`src/rtl/tdx_pkg.sv`:
```
// =====================================================================
// Shared constants and carriers
package tdx_pkg;

  // ===================================================================
  // Opcodes
  localparam logic [7:0] OP_IRQ_OFF    = 8'h8F;
  localparam logic [7:0] OP_IRQ_ON     = 8'h9F;
  localparam logic [7:0] OP_DIV_REG    = 8'h94;
  localparam logic [7:0] OP_DIV_IND    = 8'h95;
  localparam logic [7:0] OP_DIV_IMM    = 8'h96;
  localparam logic [7:0] OP_ENTER      = 8'h1F;
  localparam logic [3:0] OP_DBNZ_LOW   = 4'hA;

  // ===================================================================
  // Cycle counts per instruction
  localparam logic [4:0] CYC_IRQ       = 5'h04;
  localparam logic [4:0] CYC_DIV       = 5'h1A;
  localparam logic [4:0] CYC_DIV_ZERO  = 5'h0A;
  localparam logic [4:0] CYC_DBNZ      = 5'h08;
  localparam logic [4:0] CYC_ENTER     = 5'h0E;

  // ===================================================================
  // Flag bit positions and system mode bit
  localparam int FLAG_C       = 7;
  localparam int FLAG_Z       = 6;
  localparam int FLAG_S       = 5;
  localparam int FLAG_V       = 4;
  localparam int SYM_GLOBAL   = 0;

  // ===================================================================
  // Reset values and pointer step
  localparam logic [7:0]  RST_SYM   = 8'h00;
  localparam logic [7:0]  RST_FLAGS = 8'h00;
  localparam logic [15:0] RST_WORD  = 16'h0000;
  localparam logic [15:0] WORD_STEP = 16'h0002;

  // ===================================================================
  // Carriers
  typedef struct packed {
    logic       we;
    logic [7:0] addr;
    logic [7:0] data;
  } tdx_rf_wr_t;

  typedef struct packed {
    logic        req;
    logic        we;
    logic [15:0] addr;
    logic [7:0]  data;
  } tdx_mem_req_t;

endpackage

```
`src/rtl/tdx_exec.sv`:
```
// Function
// (RULE_01) Interrupt-off clears system mode bit, 4 cycles
// (RULE_02) Disabled: pending kept, no vectoring
// (RULE_03) Listed instructions leave flags unchanged
// (RULE_04) Unsigned 16/8 divide, quotient low, remainder high
// (RULE_05) Overflow on quotient over 255 or zero divisor
// (RULE_06) Carry when overflow and quotient 256..511
// (RULE_07) Zero on zero divisor/quotient; sign is quotient msb
// (RULE_08) Divide takes 10 cycles on zero, else 26
// (RULE_09) Decrement register, branch when result nonzero
// (RULE_10) Signed byte added to next-byte address
// (RULE_11) Two bytes, register in upper nibble, 8 cycles
// (RULE_12) Software keeps loop counter in C0..CF
// (RULE_13) Interrupt-on sets system mode bit, 4 cycles
// (RULE_14) Pending requests serviced after interrupt-on
// (RULE_15) Enter pushes pointer, loads PC, 14 cycles
// (RULE_16) Exit pops pointer, loads PC, adds two
// (RULE_17) Software disables interrupts before editing masks
// (RULE_18) Exit adds two to stack pointer
// (RULE_19) Program words are high byte first
//
// The implementer's own choices: the plain strobed port and the placing of the registers.
`timescale 1ns/1ps
`default_nettype none

module tdx_exec #(
  parameter logic [4:0] CYC_EXIT = 5'h0E
) (
  // Clock and reset
  input  wire logic                  clk,
  input  wire logic                  rst,
  input  wire logic                  ce,
  // Instruction issue
  input  wire logic                  issue,
  input  wire logic [7:0]            opcode,
  input  wire logic [7:0]            operand,
  input  wire logic [15:0]           next_pc,
  input  wire logic [7:0]            work_base,
  input  wire logic [7:0]            dst_addr,
  input  wire logic [15:0]           dst_pair,
  input  wire logic [7:0]            src_val,
  input  wire logic [7:0]            counter_val,
  input  wire logic [7:0]            flags_in,
  output logic                       busy,
  output logic                       done,
  // Interrupt handshake
  input  wire logic                  irq_pending,
  output logic                       vector_req,
  output logic [7:0]                 system_mode_reg,
  // Core state
  output logic [7:0]                 flags_reg,
  output logic [15:0]                pc_reg,
  output logic [15:0]                thread_pointer,
  output logic [15:0]                sp_reg,
  // Register file, stack memory, program memory
  output tdx_pkg::tdx_rf_wr_t        rf_wr,
  output tdx_pkg::tdx_mem_req_t      mem_req,
  input  wire logic [7:0]            mem_rdata,
  output logic                       pm_req,
  output logic [15:0]                pm_addr,
  input  wire logic [7:0]            pm_rdata
);

  // ===================================================================
  // Decode
  typedef enum logic [2:0] {
    K_NONE,
    K_IRQ_OFF,
    K_IRQ_ON,
    K_DIV,
    K_DBNZ,
    K_ENTER,
    K_EXIT
  } tdx_kind_t;

  typedef enum {
    ST_IDLE,
    ST_RUN
  } tdx_state_t;

  localparam logic [7:0] OP_EXIT = 8'h2F;

  function automatic tdx_kind_t decode(input logic [7:0] op);
    if (op == tdx_pkg::OP_IRQ_OFF)
      decode = K_IRQ_OFF;
    else if (op == tdx_pkg::OP_IRQ_ON)
      decode = K_IRQ_ON;
    else if (op == tdx_pkg::OP_DIV_REG || op == tdx_pkg::OP_DIV_IND || op == tdx_pkg::OP_DIV_IMM)
      decode = K_DIV;
    else if (op[3:0] == tdx_pkg::OP_DBNZ_LOW)
      decode = K_DBNZ;
    else if (op == tdx_pkg::OP_ENTER)
      decode = K_ENTER;
    else if (op == OP_EXIT)
      decode = K_EXIT;
    else
      decode = K_NONE;
  endfunction

  tdx_state_t  state_reg;
  tdx_kind_t   kind_reg;
  tdx_kind_t   kind_next;
  logic [4:0]  cnt_reg;
  logic [4:0]  len_reg;
  logic [4:0]  len_next;
  logic        take;
  logic        last;
  logic [7:0]  cnt_addr_reg;
  logic [7:0]  dec_val;
  logic [7:0]  dst_addr_reg;
  logic [15:0] dividend_reg;
  logic [8:0]  rem_reg;
  logic [15:0] quot_reg;
  logic [7:0]  divisor_reg;
  logic        div_zero_reg;
  logic [8:0]  rem_shift;
  logic        rem_fit;
  logic [7:0]  hi_byte_reg;

  assign kind_next = decode(opcode);
  assign take      = ce && issue && state_reg == ST_IDLE && kind_next != K_NONE;
  assign last      = state_reg == ST_RUN && cnt_reg == len_reg - 5'h01;
  assign dec_val   = counter_val - 8'h01;
  assign rem_shift = {rem_reg[7:0], dividend_reg[15]};
  assign rem_fit   = rem_shift >= {1'b0, divisor_reg};

  always_comb
  begin
    unique case (kind_next)
      K_IRQ_OFF: len_next = tdx_pkg::CYC_IRQ;                             // see (RULE_01)
      K_IRQ_ON:  len_next = tdx_pkg::CYC_IRQ;                             // see (RULE_13)
      K_DIV:     len_next = (src_val == 8'h00) ? tdx_pkg::CYC_DIV_ZERO
                                               : tdx_pkg::CYC_DIV;       // see (RULE_08)
      K_DBNZ:    len_next = tdx_pkg::CYC_DBNZ;                            // see (RULE_11)
      K_ENTER:   len_next = tdx_pkg::CYC_ENTER;                           // see (RULE_15)
      K_EXIT:    len_next = CYC_EXIT;
      default:   len_next = tdx_pkg::CYC_IRQ;
    endcase
  end

  // ===================================================================
  // Sequencer
  always_ff @(posedge clk)
  begin
    if (rst)
    begin
      state_reg <= ST_IDLE;
      kind_reg  <= K_NONE;
      cnt_reg   <= 5'h00;
      len_reg   <= 5'h00;
      busy      <= 1'b0;
      done      <= 1'b0;
    end
    else if (ce)
    begin
      done <= 1'b0;
      unique case (state_reg)
        ST_IDLE:
        begin
          if (take)
          begin
            state_reg <= ST_RUN;
            kind_reg  <= kind_next;
            len_reg   <= len_next;
            cnt_reg   <= 5'h01;
            busy      <= 1'b1;
          end
        end
        ST_RUN:
        begin
          cnt_reg <= cnt_reg + 5'h01;
          if (last)
          begin
            state_reg <= ST_IDLE;
            busy      <= 1'b0;
            done      <= 1'b1;
          end
        end
      endcase
    end
  end

  // ===================================================================
  // Global interrupt enable and vectoring
  always_ff @(posedge clk)
  begin
    if (rst)
      system_mode_reg <= tdx_pkg::RST_SYM;
    else if (ce && last && kind_reg == K_IRQ_OFF)
      system_mode_reg[tdx_pkg::SYM_GLOBAL] <= 1'b0;                      // see (RULE_01)
    else if (ce && last && kind_reg == K_IRQ_ON)
      system_mode_reg[tdx_pkg::SYM_GLOBAL] <= 1'b1;                      // see (RULE_13)
  end

  always_ff @(posedge clk)
  begin
    if (rst)
      vector_req <= 1'b0;
    else if (ce)
      vector_req <= irq_pending && system_mode_reg[tdx_pkg::SYM_GLOBAL]
                    && state_reg == ST_IDLE && !issue;                    // see (RULE_02) see (RULE_14)
  end

  // ===================================================================
  // Divider
  always_ff @(posedge clk)
  begin
    if (rst)
    begin
      dividend_reg <= tdx_pkg::RST_WORD;
      rem_reg      <= 9'h000;
      quot_reg     <= tdx_pkg::RST_WORD;
      divisor_reg  <= 8'h00;
      div_zero_reg <= 1'b0;
      dst_addr_reg <= 8'h00;
    end
    else if (ce)
    begin
      if (take)
      begin
        dividend_reg <= dst_pair;                                         // see (RULE_04)
        divisor_reg  <= src_val;
        div_zero_reg <= src_val == 8'h00;
        rem_reg      <= 9'h000;
        quot_reg     <= tdx_pkg::RST_WORD;
        dst_addr_reg <= dst_addr;
      end
      else if (kind_reg == K_DIV && !div_zero_reg && cnt_reg >= 5'h01 && cnt_reg <= 5'h10)
      begin
        dividend_reg <= {dividend_reg[14:0], 1'b0};
        rem_reg      <= rem_fit ? rem_shift - {1'b0, divisor_reg} : rem_shift;
        quot_reg     <= {quot_reg[14:0], rem_fit};
      end
    end
  end

  // ===================================================================
  // Flags
  always_ff @(posedge clk)
  begin
    if (rst)
      flags_reg <= tdx_pkg::RST_FLAGS;
    else if (ce)
    begin
      if (take)
        flags_reg <= flags_in;                                            // see (RULE_03)
      else if (last && kind_reg == K_DIV)
      begin
        flags_reg[tdx_pkg::FLAG_V] <= div_zero_reg || quot_reg[15:8] != 8'h00;          // see (RULE_05)
        flags_reg[tdx_pkg::FLAG_C] <= !div_zero_reg && quot_reg[15:9] == 7'h00
                                      && quot_reg[8];                                   // see (RULE_06)
        flags_reg[tdx_pkg::FLAG_Z] <= div_zero_reg || quot_reg == tdx_pkg::RST_WORD;    // see (RULE_07)
        flags_reg[tdx_pkg::FLAG_S] <= !div_zero_reg && quot_reg[7];                     // see (RULE_07)
      end
    end
  end

  // ===================================================================
  // Register file writes
  always_ff @(posedge clk)
  begin
    if (rst)
    begin
      rf_wr        <= '0;
      cnt_addr_reg <= 8'h00;
    end
    else if (ce)
    begin
      rf_wr.we <= 1'b0;
      if (take && kind_next == K_DBNZ)
        cnt_addr_reg <= work_base | {4'h0, opcode[7:4]};                  // see (RULE_11)
      if (state_reg == ST_RUN && kind_reg == K_DBNZ && cnt_reg == 5'h01)
      begin
        rf_wr.we   <= 1'b1;
        rf_wr.addr <= cnt_addr_reg;
        rf_wr.data <= dec_val;                                            // see (RULE_09)
      end
      else if (state_reg == ST_RUN && kind_reg == K_DIV && !div_zero_reg && cnt_reg == 5'h11)
      begin
        rf_wr.we   <= 1'b1;
        rf_wr.addr <= dst_addr_reg | 8'h01;
        rf_wr.data <= quot_reg[7:0];                                      // see (RULE_04)
      end
      else if (state_reg == ST_RUN && kind_reg == K_DIV && !div_zero_reg && cnt_reg == 5'h12)
      begin
        rf_wr.we   <= 1'b1;
        rf_wr.addr <= dst_addr_reg & 8'hFE;
        rf_wr.data <= rem_reg[7:0];                                       // see (RULE_04)
      end
    end
  end

  // ===================================================================
  // Program counter, thread pointer, stack pointer and memory ports
  always_ff @(posedge clk)
  begin
    if (rst)
    begin
      pc_reg         <= tdx_pkg::RST_WORD;
      thread_pointer <= tdx_pkg::RST_WORD;
      sp_reg         <= tdx_pkg::RST_WORD;
      mem_req        <= '0;
      pm_req         <= 1'b0;
      pm_addr        <= tdx_pkg::RST_WORD;
      hi_byte_reg    <= 8'h00;
    end
    else if (ce)
    begin
      mem_req.req <= 1'b0;
      mem_req.we  <= 1'b0;
      pm_req      <= 1'b0;
      if (take)
      begin
        pc_reg <= next_pc;
        if (kind_next == K_DBNZ && dec_val != 8'h00)
          pc_reg <= next_pc + {{8{operand[7]}}, operand};                 // see (RULE_09) see (RULE_10)
      end
      else if (state_reg == ST_RUN && kind_reg == K_ENTER)
      begin
        unique case (cnt_reg)
          5'h01:
          begin
            sp_reg       <= sp_reg - tdx_pkg::WORD_STEP;                  // see (RULE_15)
            mem_req.req  <= 1'b1;
            mem_req.we   <= 1'b1;
            mem_req.addr <= sp_reg - tdx_pkg::WORD_STEP;
            mem_req.data <= thread_pointer[15:8];
          end
          5'h02:
          begin
            mem_req.req    <= 1'b1;
            mem_req.we     <= 1'b1;
            mem_req.addr   <= sp_reg + 16'h0001;
            mem_req.data   <= thread_pointer[7:0];
            thread_pointer <= pc_reg;                                     // see (RULE_15)
          end
          5'h03:
          begin
            pm_req  <= 1'b1;
            pm_addr <= thread_pointer;
          end
          5'h04:
          begin
            pm_req  <= 1'b1;
            pm_addr <= thread_pointer + 16'h0001;
          end
          5'h05:
            hi_byte_reg <= pm_rdata;                                      // see (RULE_19)
          5'h06:
          begin
            pc_reg         <= {hi_byte_reg, pm_rdata};                    // see (RULE_19)
            thread_pointer <= thread_pointer + tdx_pkg::WORD_STEP;        // see (RULE_15)
          end
          default:
          begin
          end
        endcase
      end
      else if (state_reg == ST_RUN && kind_reg == K_EXIT)
      begin
        unique case (cnt_reg)
          5'h01:
          begin
            mem_req.req  <= 1'b1;
            mem_req.addr <= sp_reg;
          end
          5'h02:
          begin
            mem_req.req  <= 1'b1;
            mem_req.addr <= sp_reg + 16'h0001;
          end
          5'h03:
            hi_byte_reg <= mem_rdata;
          5'h04:
          begin
            thread_pointer <= {hi_byte_reg, mem_rdata};                   // see (RULE_16)
            sp_reg         <= sp_reg + tdx_pkg::WORD_STEP;                // see (RULE_18)
          end
          5'h05:
          begin
            pm_req  <= 1'b1;
            pm_addr <= thread_pointer;
          end
          5'h06:
          begin
            pm_req  <= 1'b1;
            pm_addr <= thread_pointer + 16'h0001;
          end
          5'h07:
            hi_byte_reg <= pm_rdata;                                      // see (RULE_19)
          5'h08:
          begin
            pc_reg         <= {hi_byte_reg, pm_rdata};                    // see (RULE_16)
            thread_pointer <= thread_pointer + tdx_pkg::WORD_STEP;        // see (RULE_16)
          end
          default:
          begin
          end
        endcase
      end
    end
  end

endmodule // tdx_exec

`default_nettype wire

```
`config.mk`:
```
export PLATFORM = sky130hd
export DESIGN_NAME = tdx_exec
export DESIGN_NICKNAME = d
export VERILOG_FILES = /design/src/rtl/tdx_pkg.sv /design/src/rtl/tdx_exec.sv
export SDC_FILE = /design/constraint.sdc
export NUM_CORES = 1
export LEC_CHECK = 0
export BUFFER_PORTS_ARGS = -buffer_cell sky130_fd_sc_hd__buf_2
export CORE_ASPECT_RATIO = 2
export CORE_MARGIN = 4
export CORE_UTILIZATION = 60
export DETAILED_ROUTE_END_ITERATION = 12
export PLACE_DENSITY = 0.94
export SLEW_MARGIN = 20
export SYNTH_ARGS = -nofsm -noshare
export SYNTH_HDL_FRONTEND = slang
export SYNTH_SLANG_ARGS = --single-unit
```
`constraint.sdc`:
```
create_clock -name clk -period 5.8 [get_ports clk]
set_input_delay 0.29 -clock clk [delete_from_list [all_inputs] [get_ports clk]]
set_output_delay 0.29 -clock clk [all_outputs]
set_load 0.01 [all_outputs]
```
# Yosys cells after proc, flatten, opt, wreduce, memory -nomap -nowiden
# Index checks and enable logic that the tools add are counted.
# word_totals
ff_bits	238
in_bits	109
out_inout_bits	127
elab_cells	224
# classes
n_addsub	10
n_lt_le_gt_ge	3
eq_ne	40
muxes	67
bitwise_logic	2
n_reduce_logical	72
# op_table
op	count
2-to-1 mux 16 bit	20
one-hot mux 16 bit (2 select lines)	5
logical NOT 32 bit	2
2-to-1 mux 32 bit	2
one-hot mux 32 bit (2 select lines)	1
2-to-1 mux 8 bit	7
one-hot mux 26 bit (2 select lines)	1
2-to-1 mux 17 bit	3
== test 8 bit, second input constant	5
adder 16 x 1 -> 16 bit, second input constant	2
adder 16 x 2 -> 16 bit, second input constant	2
== test 32 x 1 -> 1 bit, second input constant	1
== test 32 x 2 -> 1 bit, second input constant	1
logical AND 1 bit	27
2-to-1 mux 26 bit	1
AND reduction 5 bit	5
nonzero test 3 bit	7
== test 5 x 3 -> 1 bit, second input constant	4
== test 3 bit, second input constant	6
2-to-1 mux 3 bit	6
adder 16 bit	1
logical NOT 16 bit	1
one-hot mux 8 bit (2 select lines)	1
nonzero test 8 bit	2
39 further kinds	81

# Longest topological paths before layout
# Gate-level depths: netlist (run 1).
# depth
word_depth	11
mapped_depth	11

# Worst setup path after synthesis (run 1)
# OpenSTA, ideal clock, no wires.
# synth_timing
path_type	reg-to-reg
start	register len_reg[1]
end	register flags_reg[7]
setup_time_ns	0.091
arrival_ns	2.427
setup_slack_ns	3.282
stages_incl_launch_ff	10
n_path_buf	1
synth_period_minus_slack_ns	2.518
cell_sequence	dfxtp_1 -> inv_1 -> ha_1 -> xor2_1 -> and3_1 -> o2111ai_2 -> or4b_1 -> buf_2 -> or4_1 -> a311oi_1
# synth_via
elab_chain_cells	6
# synth_rtl
element	line	source
start, declared	tdx_exec.sv:104	logic [4:0] len_reg;
start signal, assigned	tdx_exec.sv:164	len_reg <= len_next;
subtractor 5 x 1 -> 5 bit	tdx_exec.sv:122	assign last = state_reg == ST_RUN && cnt_reg == len_reg - 5'h01;
== test 5 bit	tdx_exec.sv:122	
logical AND 1 bit	tdx_exec.sv:122	
logical AND 1 bit	tdx_exec.sv:247	else if (last && kind_reg == K_DIV)
nonzero test 2 bit (no line)	-	
AND reduction 2 bit (no line)	-	
end signal, assigned	tdx_exec.sv:246	flags_reg <= flags_in;
end signal, assigned by index	tdx_exec.sv:250	flags_reg[tdx_pkg::FLAG_C] <= !div_zero_reg && quot_reg[15:9] == 7'h00
end signal, assigned by index	tdx_exec.sv:252	flags_reg[tdx_pkg::FLAG_Z] <= div_zero_reg || quot_reg == tdx_pkg::RST_WORD;
end, declared	tdx_exec.sv:51	output logic [7:0] flags_reg,
# Every way passes these cells.
# A chain may end at the register's enable or synchronous reset.

==> flow_metrics.tcl, run 1 <==
set metrics [dict create \
    drt-wirelength-per-cell_um 17.5 \
    fmax_mhz 269 \
    post_cts_resized 0 \
    dp_hpwl_mm 23.8 \
    regMostFlops "mem_req" \
    syn_to_final_growth_pct 14.8 \
    final_cells 1839 \
    async_reset_ff_share_pct 0 \
    synth-edff-count 0 \
    largest_registers "mem_req x26, rf_wr x17" \
    cts_buffers 19 \
    postRouteAntennaNets 0 \
    synth_most_common_cell "nor2_1" \
    die_height_um 202 \
    multi_input_area_mm2 0.00660 \
    design_area_mm2 0.0129 \
    cts_sinks 203 \
    design.core.area_mm2 0.0184 \
    cp-end-kind "register" \
    criticalPathCategory "reg -> reg" \
    grt_use_total_pct 29.3 \
    synth-seq-area-share_pct 36.1 \
    htree_levels 1 \
    tightest_slew_ns 1.23 \
    synth_commonest_cells "210 x nor2_1, 203 x dfxtp_1, 185 x nand2_1" \
    synth_mux_area_share_pct 4.37 \
    grt_pass1_wl_mm 52.7 \
    clk_latency_ns 0.50 \
    ys_warn_count 0 \
    cts_root_buf "clkbuf_16" \
    cts_buffer_depth 3 \
    status "finished, final reports clean" \
    hold_violations 0 \
    netlist_instances 1453 \
    cts_hold_buf 0 \
    grt_pass1_vias 11200 \
    grt_max_degree 101 \
    synth_top_area_share_pct 36.1 \
    placed_area_mm2 0.0123 \
    rsz0062_at_grt "false" \
    crit_path_top_delay_cell "a21oi_1" \
    routed-via-count 11500 \
    worst-path-buf-inv 0 \
    syn-cell-area_mm2 0.0113 \
    design.die.area_mm2 0.0211 \
    grt.met3_usage_pct 4.08 \
    fin_nets 1752 \
    num_rows 70 \
    synthAdderAreaFrac_pct 4.14 \
    period_share_pct 64.1 \
    p_leak_nw 5.13 \
    cts_tree "done" \
    cp_slowest_stage_delay_ns 1.15 \
    top_usage_layer "met2" \
    use_met1_pct 30.9 \
    regToRegSetupSlack_ns 2.08 \
    p_clk_share_pct 42.6 \
    yosys.area_share.simple_pct 23.1 \
    required_ns 6.16 \
    fin_crit_ns 3.72 \
    vdd.ir_drop.worst_uv 267 \
    crit_family "compound AO/OA/AOI/OAI gates" \
    synth_xor_area_share_pct 4.67 \
    slew_headroom_pct 17.8 \
    critPathLaunchType "register" \
    path_clk_slew_ns 0.07 \
    syn_area_per_cell_um2 7.74 \
    synth_top_family_by_area "simple AND/OR/NAND/NOR gates" \
    postCtsSetupRepairBufs 0 \
    path_cells "and4b_1 > nand3_1 > a21oi_1 > o21ai_0 > xnor2_1 > nor2_1" \
    portBuffers 226 \
    grt-ovfl-total 0 \
    drt_iter0_drc 655 \
    fin_setup_tns_ns 0 \
    clock_skew_ns 0.0113 \
    power.internal_w 0.00216 \
    hold_path_class "in -> reg" \
    fill_cells 1461 \
    setup_viol 0 \
    place_congestion 0.917 \
    power_frac_seq_pct 49.3 \
    swShare_pct 24.3 \
    p_per_area_mw_per_mm2 221 \
    start_util_pct 61.2 \
    synth_compound_area_share_pct 21.8 \
    synth_ff_type "dfxtp_1" \
    largest_register_ffs 26 \
    path_max_fanout 20 \
    ys_top_cells_by_area "dfxtp_1 36%, nor2_1 7.0%, nand2_1 6.2%" \
    arrival_ns 4.08 \
    die_x_um 105 \
    ys_seq_elements 203 \
    synth_top_area_cell "dfxtp_1" \
    first_pass_iters 5 \
    dp.cells 1802 \
    final_max_slew_viol_count 0 \
    avgViaCountPerCell 6.24 \
    combPwrFrac_pct 8.1 \
    cap_violations 0 \
    grtUsageMet2_pct 53.9 \
    drc 0 \
    drt-total-wl_mm 32.2 \
    yosysUniqueCellTypes 73 \
    p_switching_w 0.000695 \
    drive_gt1_share_pct 18.1 \
    grt_antenna_before_repair 3 \
    pin_count 236 \
    seq_area_mm2 0.00406 \
]
-- layout by cell type, fill, tap and decap left out, types with 7 or more instances in the layout --
cell and instances:
o211ai_1 8, o21ai_0 73, ha_1 34, nand4_1 12, mux2_2 8, clkbuf_16 19, or4_1 8, and3_1 19
nand2b_1 10, a31oi_1 10, a22oi_1 25, a21o_1 10, buf_4 13, nor2_1 208, nand2_1 185, xnor2_1 27
mux2i_1 39, nor4_1 12, a21oi_1 97, nand3_1 28, dfxtp_1 203, nor2b_1 9, a211oi_1 64, and2_1 7
buf_2 225, conb_1 8, a221o_1 7, xor2_1 33, a311oi_1 29, nor3_1 36, inv_1 44, or3_1 8
-- power groups by stage --
stage / combinational (W) / sequential [W] / clock [W]
after CTS: 0.000227 / 0.00141 / 0.00123
after detailed placement: 0.000226 / 0.00144 / 0
after global placement: 0.000219 / 0.00144 / 0
final: 0.000232 / 0.00141 / 0.00122
after floorplan: 0.000145 / 0.00144 / 0
after global routing: 0.000255 / 0.00141 / 0.00130
-- worst min-delay path, cell delays in order --
cell and delay, ns:
buf_2 0.09, nand2_1 0.04, a21oi_1 0.05
-- kinds of logic (layout without fill, tap and decap cells) --
family,count (synthesis),count (layout)
fa+ha+maj,36,36
mux,48,48
flops,203,203
xor+xnor,60,60
simple gates,574,574
compound gates,374,374
buf+inv,157,317
other cells,1,11
-- final cells by class --
class	instances	area share (%)
multi-input cells	1100	51.0
inverters	45	1.31
clock inverters	11	0.716
flip-flops and latches	203	31.4
repair buffers	238	9.47
diodes	3	0.0581
well taps	216	2.09
clock buffers	23	3.87
-- stage by stage --
step	setup slack, ns	utilization (%)	hold WS, ns	total power [W]
6_report	2.08	70.3	0.0319	0.00286
2_1_floorplan	3.28	-	0.426	0.00158
4_1_cts	2.20	70.2	0.0259	0.00287
5_1_grt	1.90	70.3	0.0375	0.00296
3_5_place_dp	2.20	67.0	0.447	0.00167
3_3_place_gp	2.31	67.0	0.441	0.00166
-- metal layers --
metal | up-vias | part of all wire, %
met1 | 5327 | 35
met4 | 0 | 6.5
met5 | - | 0
li1 | 5472 | -
met2 | 524 | 52
met3 | 147 | 6.4
-- worst paths after layout --
path                start               to  cells past startpoint
max reg2reg          busy       sp_reg[13]                      6
min           dst_addr[2]  dst_addr_reg[2]                      3
max                  busy       sp_reg[13]                      6
min reg2reg  quot_reg[15]     quot_reg[15]                      2
Power figures use the tool's default switching activity.
==> run 2: changes to the inputs <==
--- a/config.mk
+++ b/config.mk
@@ -8,9 +8,9 @@
 export BUFFER_PORTS_ARGS = -buffer_cell sky130_fd_sc_hd__buf_2
 export CORE_ASPECT_RATIO = 2
 export CORE_MARGIN = 4
-export CORE_UTILIZATION = 60
+export CORE_UTILIZATION = 56
 export DETAILED_ROUTE_END_ITERATION = 12
-export PLACE_DENSITY = 0.94
+export PLACE_DENSITY = 0.89
 export SLEW_MARGIN = 20
 export SYNTH_ARGS = -nofsm -noshare
 export SYNTH_HDL_FRONTEND = slang
==> constraint.sdc (replaced) <==
create_clock -name clk -period 3.5 [get_ports clk]
set_input_delay 0.175 -clock clk [delete_from_list [all_inputs] [get_ports clk]]
set_output_delay 0.175 -clock clk [all_outputs]
set_load 0.01 [all_outputs]
==> run 2 against run 1 <==
Against the previous run: sequential power up 65%; combinational power up 88%; largest cell class unchanged; clock power up 60%; flip-flop and latch count unchanged; core utilization down 1.9 points; sequential share of layout area down 1.5 points.
==> flow_metrics.tcl, run 2 (synthesis gave the netlist of run 1 again) <==
set metrics [dict create \
    status "finished, final reports clean" \
    drt-total-wl_mm 35.0 \
    die_height_um 208 \
    drc 0 \
    place_congestion 0.950 \
    routed-via-count 11700 \
    clock_skew_ns 0.0137 \
    largest_registers "mem_req x26, rf_wr x17" \
    hp-start "dst_pair[15]" \
    hold_violations 0 \
    pin_count 236 \
    die_x_um 108 \
    postRouteAntennaNets 0 \
    reg2reg_to "pc_reg[13]" \
    cts_tree "done" \
    rsz0062_at_grt "false" \
    hold_path_class "in -> reg" \
    grt_use_total_pct 30.0 \
    num_rows 73 \
    required_ns 3.84 \
    drt-wirelength-per-cell_um 18.0 \
    regToRegSetupSlack_ns 0.44 \
    cap_violations 0 \
    fin_setup_tns_ns 0 \
    holdPathStages 3 \
    cts_buffer_depth 3 \
    fin_crit_ns 3.06 \
    cts_buffers 19 \
    tightest_slew_ns 0.982 \
    grt_pass1_wl_mm 55.6 \
    p_leak_nw 5.38 \
    cts_sinks 203 \
    setup_viol 0 \
    critPathLaunchType "register" \
    fmax_mhz 327 \
    period_share_pct 87.4 \
    grt_pass1_vias 11400 \
    grt_antenna_before_repair 2 \
    multi_input_area_mm2 0.00659 \
    avgViaCountPerCell 6.04 \
    final_max_slew_viol_count 0 \
    design.die.area_mm2 0.0226 \
    r2r_start "cnt_reg[0]" \
    arrival_ns 3.40 \
    design_area_mm2 0.0135 \
    p_per_area_mw_per_mm2 348 \
    dp_hpwl_mm 24.0 \
    path_clk_slew_ns 0.06 \
    fin_nets 1814 \
    drt_iter0_drc 789 \
    start_util_pct 56.8 \
    regMostFlops "mem_req" \
    crit_end "pc_reg[13]" \
    crit_start "cnt_reg[0]" \
    cts_root_buf "clkbuf_16" \
    final_cell_mix "225 x buf_2, 207 x nor2_1, 203 x dfxtp_1" \
    fill_cells 1550 \
    drive_gt1_share_pct 18.2 \
    reg2regPathDepth 8 \
    largest_register_ffs 26 \
    clk_latency_ns 0.50 \
    syn_to_final_growth_pct 20.4 \
    portBuffers 226 \
    seq_area_mm2 0.00406 \
    placed_area_mm2 0.0125 \
    vdd.ir_drop.worst_uv 363 \
    criticalPathCategory "reg -> reg" \
    power_w 0.00472 \
    slew_headroom_pct 34.4 \
    final_common_cell "buf_2" \
    grt-ovfl-total 0 \
    path_max_fanout 16 \
    design.core.area_mm2 0.0198 \
    post_cts_resized 0 \
    grt_max_degree 156 \
    htree_levels 1 \
    cp-end-kind "register" \
    first_pass_iters 10 \
]
==> run 2: cell count changes in the layout (fill, tap and decap cells not counted), sizes merged, moves of 2 or more <==
cell         before  now
clkbuf           23   25
clkinv            6    3
dlygate4sd3       0   48
buf             238  252
clkinvlp          2    4
inv              47   45
==> run 2: stage by stage <==
stage / hold WS, ns / setup WS (ns) / utilization, % / std cells
6_report: 0.00514 / 0.440 / 68.4 / 1946
5_1_grt: 0.0151 / 0.204 / 68.3 / 1945
4_1_cts: 0.000291 / 0.483 / 68.2 / 1941
3_5_place_dp: 0.422 / 0.548 / 63.0 / 1862
3_3_place_gp: 0.411 / 0.649 / 63.0 / 1862
2_1_floorplan: 0.311 / 0.982 / - / 1460
==> run 2: layout make-up <==
cell class	instances	share of cell area (%)
Sequential cell	203	30.0
Timing Repair Buffer	300	13.4
Clock buffer	25	3.82
Clock inverter	7	0.332
Inverter	45	1.25
Multi-Input combinational cell	1100	48.7
Tap cell	262	2.42
Antenna cell	4	0.0739
==> run 2: what timing repair did <==
item / CTS / global route
hold buffers: 47 / 1
buffers inserted: 0 / 0
hold endpoints to repair: 46 / 1
==> run 2: worst min path at each step <==
stage                       endpoint  slack [ns]
finish              dividend_reg[15]       0.005
global route        dividend_reg[15]        0.02
CTS                 dividend_reg[15]      0.0003
detailed placement   dst_addr_reg[2]        0.42
global placement     cnt_addr_reg[7]        0.41
floorplan             divisor_reg[2]        0.31
==> run 2: routing by layer <==
| layer | GRT usage (%) | share of wire [%] |
|---|---|---|
| met1 | 31.3 | 34 |
| met2 | 53.0 | 51 |
| met3 | 5.34 | 6.9 |
| met4 | 20.6 | 7.7 |
| met5 | 0 | 0 |
==> run 2: power breakdown <==
group	total, W	leakage (nW)	switching [W]	internal [W]
clock	0.00195	0.266	0.000900	0.00105
combinational	0.000437	3.48	0.000246	0.000191
sequential	0.00233	1.64	0.0000113	0.00232
total	0.00472	5.38	0.00116	0.00356
==> run 2: critical path, stage by stage, from the launching register on <==
cell,delay [ns]
dfxtp_1,0.35
inv_1,0.16
ha_1,0.28
nor4bb_1,0.68
mux2i_1,0.19
nand2b_1,0.61
mux2_1,0.52
nand2_1,0.07
a21oi_1,0.06
